==> src/pkg/ppc_pkg.sv <==
// package: register map, field positions, reset values and states of the port pin block
package ppc_pkg;
	// register byte offsets
	localparam logic [7:0] OFS_P2_LATCH  = 8'h00;
	localparam logic [7:0] OFS_P2_MODE   = 8'h04;
	localparam logic [7:0] OFS_P2_PULLUP = 8'h08;
	localparam logic [7:0] OFS_ANA_SEL   = 8'h0C;
	localparam logic [7:0] OFS_P3_LATCH  = 8'h10;
	localparam logic [7:0] OFS_P3_MODE   = 8'h14;
	localparam logic [7:0] OFS_P2_PINS   = 8'h18;
	localparam logic [7:0] OFS_P3_PINS   = 8'h1C;
	localparam logic [7:0] OFS_BITOP     = 8'h20;
	localparam logic [7:0] OFS_IRQ_STAT  = 8'h24;
	localparam logic [7:0] OFS_IRQ_MASK  = 8'h28;
	localparam logic [7:0] OFS_OPTION    = 8'h2C;
	// reset values
	localparam logic [7:0] RST_LATCH = 8'h00;
	localparam logic [7:0] RST_MODE  = 8'hFF;
	localparam logic [7:0] RST_PU    = 8'h00;
	localparam logic [3:0] RST_ANA   = 4'hF;
	localparam logic [1:0] RST_MASK  = 2'h3;
	// field positions
	localparam int POS_IRQ_BIT1 = 1;
	localparam int POS_IRQ_BIT2 = 2;
	localparam int POS_OSC_OUT  = 2;
	localparam int POS_OSC_IN   = 3;
	localparam int POS_RST_PIN  = 4;
	localparam int POS_OPT_PORT = 0;
	localparam int POS_BIT_VAL  = 3;
	localparam int POS_BIT_PORT = 4;
	// axi response codes
	localparam logic [1:0] RESP_OKAY   = 2'h0;
	localparam logic [1:0] RESP_SLVERR = 2'h2;
	// boot sequence states
	typedef enum logic [2:0]
	{
		BOOT_HOLD  = 3'b001,
		BOOT_FETCH = 3'b010,
		BOOT_RUN   = 3'b100
	} ppc_boot_t;
endpackage

==> src/pkg/ppc_bit_if.sv <==
// interface: single-bit read-modify-write request between bus slave and the merge unit
`timescale 1ns/1ps
interface ppc_bit_if;
	logic [7:0] pinLevels;
	logic [2:0] bitSel;
	logic       bitVal;
	logic [7:0] merged;
	modport user (output pinLevels, output bitSel, output bitVal, input merged);
	modport unit (input pinLevels, input bitSel, input bitVal, output merged);
endinterface

==> src/ppc_port_ctrl.sv <==
// port pin control: port 2 and 3 latches, analog select, shared reset pin, irq pins, axi slave
//
// Summary of operation
// - while reset is asserted the two oscillator-shared port 2 pins are pulled low.
// - option bit selects the shared reset pin as reset input or input port only.
// - the option is fetched only after reset release; a low reset pin before that holds reset.
// - a driven level change on either irq-shared pin in output mode sets its request flag.
// - an analog-select bit at 1 disables port function and routes that pin to the converter.
// - a single-bit port operation accesses the whole 8-bit port at once.
//
// Our own choices: the placing of the registers and the AXI4-Lite register port.
`timescale 1ns/1ps
module ppc_port_ctrl
	import ppc_pkg::*;
(
	// clock and reset
	input  wire logic        ref_clk,
	input  wire logic        rst_n,
	// axi4-lite write
	input  wire logic [7:0]  s_axi_awaddr,
	input  wire logic        s_axi_awvalid,
	output logic             s_axi_awready,
	input  wire logic [31:0] s_axi_wdata,
	input  wire logic [3:0]  s_axi_wstrb,
	input  wire logic        s_axi_wvalid,
	output logic             s_axi_wready,
	output logic [1:0]       s_axi_bresp,
	output logic             s_axi_bvalid,
	input  wire logic        s_axi_bready,
	// axi4-lite read
	input  wire logic [7:0]  s_axi_araddr,
	input  wire logic        s_axi_arvalid,
	output logic             s_axi_arready,
	output logic [31:0]      s_axi_rdata,
	output logic [1:0]       s_axi_rresp,
	output logic             s_axi_rvalid,
	input  wire logic        s_axi_rready,
	// option byte source and shared reset pin
	input  wire logic        optPortMode,
	input  wire logic        port3_bit4_reset_shared,
	// port pins
	input  wire logic [7:0]  p2PinIn,
	output logic [7:0]       p2PinOut,
	output logic [7:0]       p2PinOe,
	output logic [7:0]       p2PullUp,
	output logic [7:0]       p2PullDown,
	output logic [3:0]       analogRoute,
	input  wire logic [7:0]  p3PinIn,
	output logic [7:0]       p3PinOut,
	output logic [7:0]       p3PinOe,
	// system
	output logic             coreReset,
	output logic             irqOut
);
	////////////////////////////////////////////////////////////////////////////////
	// state
	logic [7:0] p2Lat_q, p2Lat_d, p2Mode_q, p2Mode_d, p2Pu_q, p2Pu_d, p3Lat_q, p3Lat_d;
	logic [7:0] p3Mode_q, p3Mode_d;
	logic [3:0] ana_q, ana_d;
	logic [1:0] stat_q, stat_d, mask_q, mask_d, drv_q, drv_d;
	logic       optPort_q, optPort_d;
	ppc_boot_t  boot_q, boot_d;
	logic       awHave_q, awHave_d, wHave_q, wHave_d, bValid_q, bValid_d, rValid_q, rValid_d;
	logic [7:0] awAddr_q, awAddr_d;
	logic [31:0] wData_q, wData_d, rData_q, rData_d;
	logic [1:0] bResp_q, bResp_d, rResp_q, rResp_d;
	logic       irq_q, irq_d, coreRst_q, coreRst_d;
	logic [7:0] p2OutQ, p2OeQ, p2PuQ, p2PdQ, p3OutQ, p3OeQ;
	logic [7:0] p2Out_d, p2Oe_d, p2PuO_d, p2Pd_d, p3Out_d, p3Oe_d;
	logic [1:0] irqPinLvl;
	logic       wrFire;
	ppc_bit_if  bitIf();

	// read-modify-write merge for single-bit writes
	ppc_bit_merge uMerge
	(
		.bitIf (bitIf)
	);

	// pin level seen by software: latch for outputs, pin for inputs
	function automatic logic [7:0] pinImage(input logic [7:0] lat, input logic [7:0] mode,
		input logic [7:0] pins);
		pinImage = (lat & ~mode) | (pins & mode);
	endfunction

	assign bitIf.bitSel    = wData_q[2:0];
	assign bitIf.bitVal    = wData_q[POS_BIT_VAL];
	assign bitIf.pinLevels = wData_q[POS_BIT_PORT] ? pinImage(p3Lat_q, p3Mode_q, p3PinIn)
		: pinImage(p2Lat_q, p2Mode_q, p2PinIn);
	assign irqPinLvl = {p3OutQ[POS_IRQ_BIT2], p2OutQ[POS_IRQ_BIT1]};
	assign wrFire = awHave_q && wHave_q && !bValid_q;

	////////////////////////////////////////////////////////////////////////////////
	// next state: boot sequence, bus slave, registers, irq
	always_comb
	begin
		logic [1:0] outMode;
		logic [1:0] evt;
		outMode = {~p3Mode_q[POS_IRQ_BIT2], ~p2Mode_q[POS_IRQ_BIT1]};
		evt = outMode & (irqPinLvl ^ drv_q);
		boot_d = boot_q;
		optPort_d = optPort_q;
		coreRst_d = 1'b1;
		unique case (boot_q)
			BOOT_HOLD: boot_d = BOOT_FETCH;
			// a low shared pin stalls here, since the option is not known yet
			BOOT_FETCH:
			begin
				if (port3_bit4_reset_shared)
				begin
					optPort_d = optPortMode;
					boot_d = BOOT_RUN;
				end
			end
			BOOT_RUN:
			begin
				coreRst_d = 1'b0;
				if (!optPort_q && !port3_bit4_reset_shared)
					boot_d = BOOT_HOLD;
			end
			default: boot_d = BOOT_HOLD;
		endcase
		awHave_d = awHave_q; awAddr_d = awAddr_q; wHave_d = wHave_q; wData_d = wData_q;
		bValid_d = bValid_q; bResp_d = bResp_q; rValid_d = rValid_q; rData_d = rData_q;
		rResp_d = rResp_q;
		p2Lat_d = p2Lat_q; p2Mode_d = p2Mode_q; p2Pu_d = p2Pu_q; ana_d = ana_q;
		p3Lat_d = p3Lat_q; p3Mode_d = p3Mode_q; mask_d = mask_q;
		stat_d = stat_q;
		if (s_axi_awvalid && !awHave_q)
		begin
			awHave_d = 1'b1;
			awAddr_d = s_axi_awaddr;
		end
		if (s_axi_wvalid && !wHave_q)
		begin
			wHave_d = 1'b1;
			wData_d = s_axi_wdata;
		end
		if (bValid_q && s_axi_bready)
			bValid_d = 1'b0;
		if (wrFire)
		begin
			awHave_d = 1'b0;
			wHave_d = 1'b0;
			bValid_d = 1'b1;
			bResp_d = RESP_OKAY;
			unique case (awAddr_q)
				OFS_P2_LATCH:  p2Lat_d = wData_q[7:0];
				OFS_P2_MODE:   p2Mode_d = wData_q[7:0];
				OFS_P2_PULLUP: p2Pu_d = wData_q[7:0];
				OFS_ANA_SEL:   ana_d = wData_q[3:0];
				OFS_P3_LATCH:  p3Lat_d = wData_q[7:0];
				OFS_P3_MODE:   p3Mode_d = wData_q[7:0];
				OFS_BITOP:
				begin
					if (wData_q[POS_BIT_PORT])
						p3Lat_d = bitIf.merged;
					else
						p2Lat_d = bitIf.merged;
				end
				OFS_IRQ_STAT:  stat_d = stat_q & ~wData_q[1:0];
				OFS_IRQ_MASK:  mask_d = wData_q[1:0];
				OFS_P2_PINS, OFS_P3_PINS, OFS_OPTION: ;
				default:       bResp_d = RESP_SLVERR;
			endcase
		end
		// set wins over a write-one clear in the same cycle
		stat_d = stat_d | evt;
		if (rValid_q && s_axi_rready)
			rValid_d = 1'b0;
		if (s_axi_arvalid && !rValid_q)
		begin
			rValid_d = 1'b1;
			rResp_d = RESP_OKAY;
			rData_d = 32'h0000_0000;
			unique case (s_axi_araddr)
				OFS_P2_LATCH:  rData_d[7:0] = p2Lat_q;
				OFS_P2_MODE:   rData_d[7:0] = p2Mode_q;
				OFS_P2_PULLUP: rData_d[7:0] = p2Pu_q;
				OFS_ANA_SEL:   rData_d[3:0] = ana_q;
				OFS_P3_LATCH:  rData_d[7:0] = p3Lat_q;
				OFS_P3_MODE:   rData_d[7:0] = p3Mode_q;
				OFS_P2_PINS:   rData_d[7:0] = pinImage(p2Lat_q, p2Mode_q, p2PinIn);
				OFS_P3_PINS:   rData_d[7:0] = pinImage(p3Lat_q, p3Mode_q, p3PinIn);
				OFS_BITOP:     ;
				OFS_IRQ_STAT:  rData_d[1:0] = stat_q;
				OFS_IRQ_MASK:  rData_d[1:0] = mask_q;
				OFS_OPTION:    rData_d[POS_OPT_PORT] = optPort_q;
				default:       rResp_d = RESP_SLVERR;
			endcase
		end
		drv_d = irqPinLvl;
		irq_d = |(stat_d & ~mask_d);
	end

	// pin drive: analog pins lose port function, reset forces pull-downs
	always_comb
	begin
		p2Out_d = p2Lat_d;
		p2Oe_d = ~p2Mode_d & ~{4'h0, ana_d};
		p2PuO_d = p2Pu_d & ~{4'h0, ana_d};
		p2Pd_d = 8'h00;
		p3Out_d = p3Lat_d;
		p3Oe_d = ~p3Mode_d;
		p3Oe_d[POS_RST_PIN] = 1'b0;
	end

	////////////////////////////////////////////////////////////////////////////////
	// registers
	always_ff @(posedge ref_clk)
	begin
		if (!rst_n)
		begin
			boot_q <= BOOT_HOLD; optPort_q <= 1'b0; coreRst_q <= 1'b1;
			awHave_q <= 1'b0; wHave_q <= 1'b0; bValid_q <= 1'b0; rValid_q <= 1'b0;
			awAddr_q <= 8'h00; wData_q <= 32'h0000_0000; rData_q <= 32'h0000_0000;
			bResp_q <= RESP_OKAY; rResp_q <= RESP_OKAY;
			p2Lat_q <= RST_LATCH; p2Mode_q <= RST_MODE; p2Pu_q <= RST_PU; ana_q <= RST_ANA;
			p3Lat_q <= RST_LATCH; p3Mode_q <= RST_MODE; stat_q <= 2'h0; mask_q <= RST_MASK;
			drv_q <= 2'h0; irq_q <= 1'b0;
			p2OutQ <= 8'h00; p2OeQ <= 8'h00; p2PuQ <= 8'h00; p3OutQ <= 8'h00; p3OeQ <= 8'h00;
			p2PdQ <= 8'((1 << POS_OSC_OUT) | (1 << POS_OSC_IN));
		end
		else
		begin
			boot_q <= boot_d; optPort_q <= optPort_d; coreRst_q <= coreRst_d;
			awHave_q <= awHave_d; wHave_q <= wHave_d; bValid_q <= bValid_d; rValid_q <= rValid_d;
			awAddr_q <= awAddr_d; wData_q <= wData_d; rData_q <= rData_d;
			bResp_q <= bResp_d; rResp_q <= rResp_d;
			p2Lat_q <= p2Lat_d; p2Mode_q <= p2Mode_d; p2Pu_q <= p2Pu_d; ana_q <= ana_d;
			p3Lat_q <= p3Lat_d; p3Mode_q <= p3Mode_d; stat_q <= stat_d; mask_q <= mask_d;
			drv_q <= drv_d; irq_q <= irq_d;
			p2OutQ <= p2Out_d; p2OeQ <= p2Oe_d; p2PuQ <= p2PuO_d; p3OutQ <= p3Out_d;
			p3OeQ <= p3Oe_d; p2PdQ <= p2Pd_d;
		end
	end

	// outputs from flops; arready also follows s_axi_arvalid
	assign s_axi_awready = awHave_q && wHave_q && !bValid_q;
	assign s_axi_wready  = awHave_q && wHave_q && !bValid_q;
	assign s_axi_bvalid = bValid_q;
	assign s_axi_bresp = bResp_q;
	assign s_axi_arready = s_axi_arvalid && !rValid_q;
	assign s_axi_rvalid = rValid_q;
	assign s_axi_rdata = rData_q;
	assign s_axi_rresp = rResp_q;
	assign p2PinOut = p2OutQ;
	assign p2PinOe = p2OeQ;
	assign p2PullUp = p2PuQ;
	assign p2PullDown = p2PdQ;
	assign analogRoute = ana_q;
	assign p3PinOut = p3OutQ;
	assign p3PinOe = p3OeQ;
	assign coreReset = coreRst_q;
	assign irqOut = irq_q;

	////////////////////////////////////////////////////////////////////////////////
	// assertions
	pull_down_reset_a: assert property (@(posedge ref_clk) !rst_n |=> p2PullDown == 8'h0C)
		else $error("oscillator pins not pulled down in reset");
	reset_pin_hold_a: assert property (@(posedge ref_clk) disable iff (!rst_n)
		(boot_q == BOOT_FETCH && !port3_bit4_reset_shared) |=> coreReset)
		else $error("core left reset before option fetch");
	reset_pin_port_a: assert property (@(posedge ref_clk) disable iff (!rst_n)
		(boot_q == BOOT_RUN && optPort_q) |=> boot_q == BOOT_RUN)
		else $error("port-mode pin caused reset");
	reset_pin_input_a: assert property (@(posedge ref_clk) disable iff (!rst_n)
		p3PinOe[POS_RST_PIN] == 1'b0)
		else $error("reset-shared pin driven");
	irq_edge_flag_a: assert property (@(posedge ref_clk) disable iff (!rst_n)
		(!p2Mode_q[POS_IRQ_BIT1] && $changed(p2PinOut[POS_IRQ_BIT1])) |=> stat_q[0])
		else $error("irq flag not set on output change");
	// drive and pull-up follow the select in the same cycle, so check all four pins at once
	analog_oe_off_a: assert property (@(posedge ref_clk) disable iff (!rst_n)
		((p2PinOe[3:0] | p2PullUp[3:0]) & ana_q) == 4'h0)
		else $error("analog pin still driven");
	whole_port_wr_a: assert property (@(posedge ref_clk) disable iff (!rst_n)
		(wrFire && awAddr_q == OFS_P2_LATCH) |=> p2Lat_q == $past(wData_q[7:0]))
		else $error("byte write lost");
	bit_rmw_a: assert property (@(posedge ref_clk) disable iff (!rst_n)
		(wrFire && awAddr_q == OFS_BITOP && !wData_q[POS_BIT_PORT])
		|=> p2Lat_q == $past(bitIf.merged)
		&& p2Lat_q[$past(wData_q[2:0])] == $past(wData_q[POS_BIT_VAL]))
		else $error("bit write not merged");
	irq_level_a: assert property (@(posedge ref_clk) disable iff (!rst_n)
		irqOut == |(stat_q & ~mask_q))
		else $error("irq output wrong");
	cov_bitop_c: cover property (@(posedge ref_clk) wrFire && awAddr_q == OFS_BITOP);
	cov_irq_c: cover property (@(posedge ref_clk) irqOut);
	cov_run_c: cover property (@(posedge ref_clk) boot_q == BOOT_RUN);
endmodule

==> src/ppc_bit_merge.sv <==
// single-bit merge: replaces one bit of the sampled 8-bit pin image
`timescale 1ns/1ps
module ppc_bit_merge
(
	// request and result
	ppc_bit_if.unit bitIf
);
	// the whole port is read back, so input-mode bits copy the pin level into the latch
	always_comb
	begin
		bitIf.merged = bitIf.pinLevels;
		bitIf.merged[bitIf.bitSel] = bitIf.bitVal;
	end
endmodule

==> config.mk <==
export PLATFORM = sky130hd
export DESIGN_NAME = ppc_port_ctrl
export DESIGN_NICKNAME = d
export VERILOG_FILES = /design/src/pkg/ppc_pkg.sv /design/src/pkg/ppc_bit_if.sv /design/src/ppc_port_ctrl.sv /design/src/ppc_bit_merge.sv
export SDC_FILE = /design/constraint.sdc
export NUM_CORES = 1
export LEC_CHECK = 0
export ABC_AREA = 1
export BUFFER_PORTS_ARGS = -buffer_cell sky130_fd_sc_hd__buf_2
export CORE_ASPECT_RATIO = 1.2
export CORE_MARGIN = 8
export CORE_UTILIZATION = 51
export CTS_CLUSTER_SIZE = 30
export DETAILED_ROUTE_END_ITERATION = 10
export GPL_TIMING_DRIVEN = 0
export HOLD_SLACK_MARGIN = 0.15
export PLACE_DENSITY = 0.84
export SLEW_MARGIN = 20
export SYNTH_ARGS = -nofsm -noshare
export SYNTH_HDL_FRONTEND = slang
export SYNTH_SLANG_ARGS = --single-unit
==> constraint.sdc <==
create_clock -name ref_clk -period 1.85 [get_ports ref_clk]
set_input_delay 0.37 -clock ref_clk [delete_from_list [all_inputs] [get_ports ref_clk]]
set_output_delay 0.37 -clock ref_clk [all_outputs]
set_load 0.01 [all_outputs]
==> impl_metrics.env <==
export IMPL_cpMaxStageDelayCell="dfxtp_1"
export IMPL_wl_per_cell_um=14.7
export IMPL_ys_types=39
export IMPL_r2r_cells=8
export IMPL_h_tree_depth=3
export IMPL_drt_iter0_drc=427
export IMPL_cp_num_buf_inv=2
export IMPL_ys_ff_latch=106
export IMPL_syn_inst=769
export IMPL_clk_pin_slew_ps=70
export IMPL_synth_ff_type="dfxtp_1"
export IMPL_cts_made_buffers=9
export IMPL_vias=5364
export IMPL_hold_class="in2reg"
export IMPL_final_antenna_net_count=0
export IMPL_cp_max_fo=10
export IMPL_hold_depth=3
export IMPL_hpwl_mm=11.9
export IMPL_post_route_period_util_pct=95.9
export IMPL_maxSlewHeadroom_pct=49.5
export IMPL_synthArstFlopShare_pct=0
export IMPL_die_w_um=109
export IMPL_place_area_um2=6160
export IMPL_rows=41
export IMPL_viasPerCell=5.08
export IMPL_dpl_cell_count=1039
export IMPL_cts_buffer_depth=2
export IMPL_setup_ws_ps=76.1
export IMPL_final_area_um2=6460
export IMPL_cts_tree="built"
export IMPL_synth_top_area_share_pct=39.8
export IMPL_cts_sinks=106
export IMPL_irDropWorstVdd_mv=0.471
export IMPL_slowest_delay_ps=320
export IMPL_yosys_cell_count_top_type="nand2_1"
export IMPL_required_ps=1480
export IMPL_ys_warn_count=0
export IMPL_dieArea_um2=14000
export IMPL_drv_slew=0
export IMPL_nets=998
export IMPL_grt_pass1_wl_mm=23.9
export IMPL_skew_ps=6.58
export IMPL_final_core_util_pct=62.4
export IMPL_core_um2=10400
export IMPL_syn_to_final_growth_pct=21.1
export IMPL_rsz0062_at_grt="no"
export IMPL_max_slew_worst_pin_slew_ps=757
export IMPL_syn_area_um2=5330
export IMPL_synth_edf_count=0
export IMPL_synth_area_leaders="dfxtp_1, nand2_1, nor2_1"
export IMPL_p_leak_nw=3.28
export IMPL_cts_root_buf="clkbuf_16"
export IMPL_status="finished clean"
export IMPL_final_setup_tns_ps=0
export IMPL_cts_setup_buffers=0
export IMPL_max_cap_violations=0
export IMPL_synth_top_cell_by_area="dfxtp_1"
export IMPL_synth_common_cells="nand2_1, dfxtp_1, nor2_1"
export IMPL_die_y_um=128
export IMPL_timing_fmax_mhz=564
export IMPL_grt_remaining_overflow=0
export IMPL_first_pass_iters=5
export IMPL_cp_start_kind="flop"
export IMPL_io_buffer_count=109
export IMPL_grt_use_total_pct=21.8
export IMPL_drt_wl_total_mm=15.5
export IMPL_final_setup_viol_count=0
export IMPL_drive_above_1_share_pct=24.5
export IMPL_cts_hold_buf=0
export IMPL_antenna_found_initial=0
export IMPL_critPathKind="reg2out"
export IMPL_start_util_pct=51.5
export IMPL_yosysSeqAreaShare_pct=39.8
export IMPL_worstPathArrival_ps=1400
export IMPL_gp_congestion=0.960
export IMPL_drc=0
export IMPL_final_min_clock_period_ps=1770
export IMPL_clkLatencyLatePin_ps=360
export IMPL_grt_max_degree=16
export IMPL_final_hold_viol_count=0
export IMPL_diodes=0
export IMPL_syn_area_per_cell_um2=6.94
export IMPL_crit_path_end_kind="primary output"
export IMPL_path_depth=3
export IMPL_path_delay_family="buffers and inverters"
export IMPL_crit_chain="nor2_1, clkbuf_2, buf_2"
export IMPL_grt_pass1_vias=4901
export IMPL_pin_count=172
export IMPL_powerDensity_nw_per_um2=767
export IMPL_post_place_ws_ps=-89.4
export IMPL_layout_cells_non_filler=1055
placed cells by master (no fill, tap or decap), drive strengths merged, types with 22 or more instances in the layout:
| cell | count |
|---|---|
| buf | 163 |
| nand2 | 160 |
| nor2 | 123 |
| dfxtp | 106 |
| o21ai | 93 |
| inv | 85 |
| a21oi | 56 |
| nand3 | 47 |
| conb | 33 |
| clkbuf | 22 |
logic make-up (layout without fill, tap and decap cells):
logic type / count (synthesis) / count (layout) / synth area share [%]
buffers and inverters: 149 / 274 / 13.9
and+or+nand+nor: 354 / 354 / 30.3
DFF: 106 / 106 / 39.8
AOI/OAI and AO/OA: 159 / 159 / 15.9
other: 1 / 33 / 0.0703
power breakdown:
part	total (mW)	switching (mW)	leakage (nW)	internal [mW]
registers	2.39	0.0497	0.861	2.34
clock network	1.95	0.825	0.147	1.12
logic	0.618	0.399	2.27	0.219
total	4.96	1.27	3.28	3.69
metal layers:
metal | vias to the layer above | GRT usage [%] | share of wire [%]
li1 | 2685 | - | -
met1 | 2373 | 26.0 | 40
met2 | 265 | 35.2 | 47
met3 | 41 | 5.28 | 10
met4 | 0 | 11.4 | 3.5
met5 | - | 0 | 0
path summary, 6_finish.rpt:
kind	startpoint	endpoint	slack [ps]
worst max-delay path	s_axi_rvalid	s_axi_arready	80
worst min-delay path	s_axi_awaddr[1]	awAddr_q[1]	230
worst max register to register	awAddr_q[0]	p3PinOut[7]	220
worst min register to register	s_axi_rdata[3]	s_axi_rdata[3]	460
state kept, by name (all words and copies together) (netlist names), 3 cells and up:
name         cells
p2PinOut         8
p3Mode_q         8
wData_q          8
p2PullUp         4
p3PinOut         8
p3PinOe          7
boot_q           3
p2Mode_q         8
analogRoute      4
p2PinOe          8
p2Pu_q           8
awAddr_q         8
s_axi_rdata      8
through the flow:
step	total power, mW	hold slack [ps]
floorplan	2.86	423
global placement	3.04	450
detailed placement	3.05	455
CTS	4.95	236
global route	5.14	243
finish	4.96	234
worst register-to-register path, cell delays in order (launching register included):
cell     delay (ps)
dfxtp_1         320
nor2_2          160
nand3_2         130
nor2_4          200
nand2_2         110
a21oi_4         230
buf_6           200
o21ai_1          70
nor2_1          150
repair_timing:
item	CTS	global route
endpoints found under the hold margin	0	0
gates resized for setup	1	0
setup endpoints to repair	1	0
final cells by class:
class	count	area, µm²
sequential	106	2120
clock buffer	14	264
multi-input combinational	546	2590
timing repair buffer	109	546
tap	129	161
clock inverter	2	35.0
inverter	87	329
fill	976	3900
buffer	62	413
Note: power is estimated with default switching activity, not from simulation.
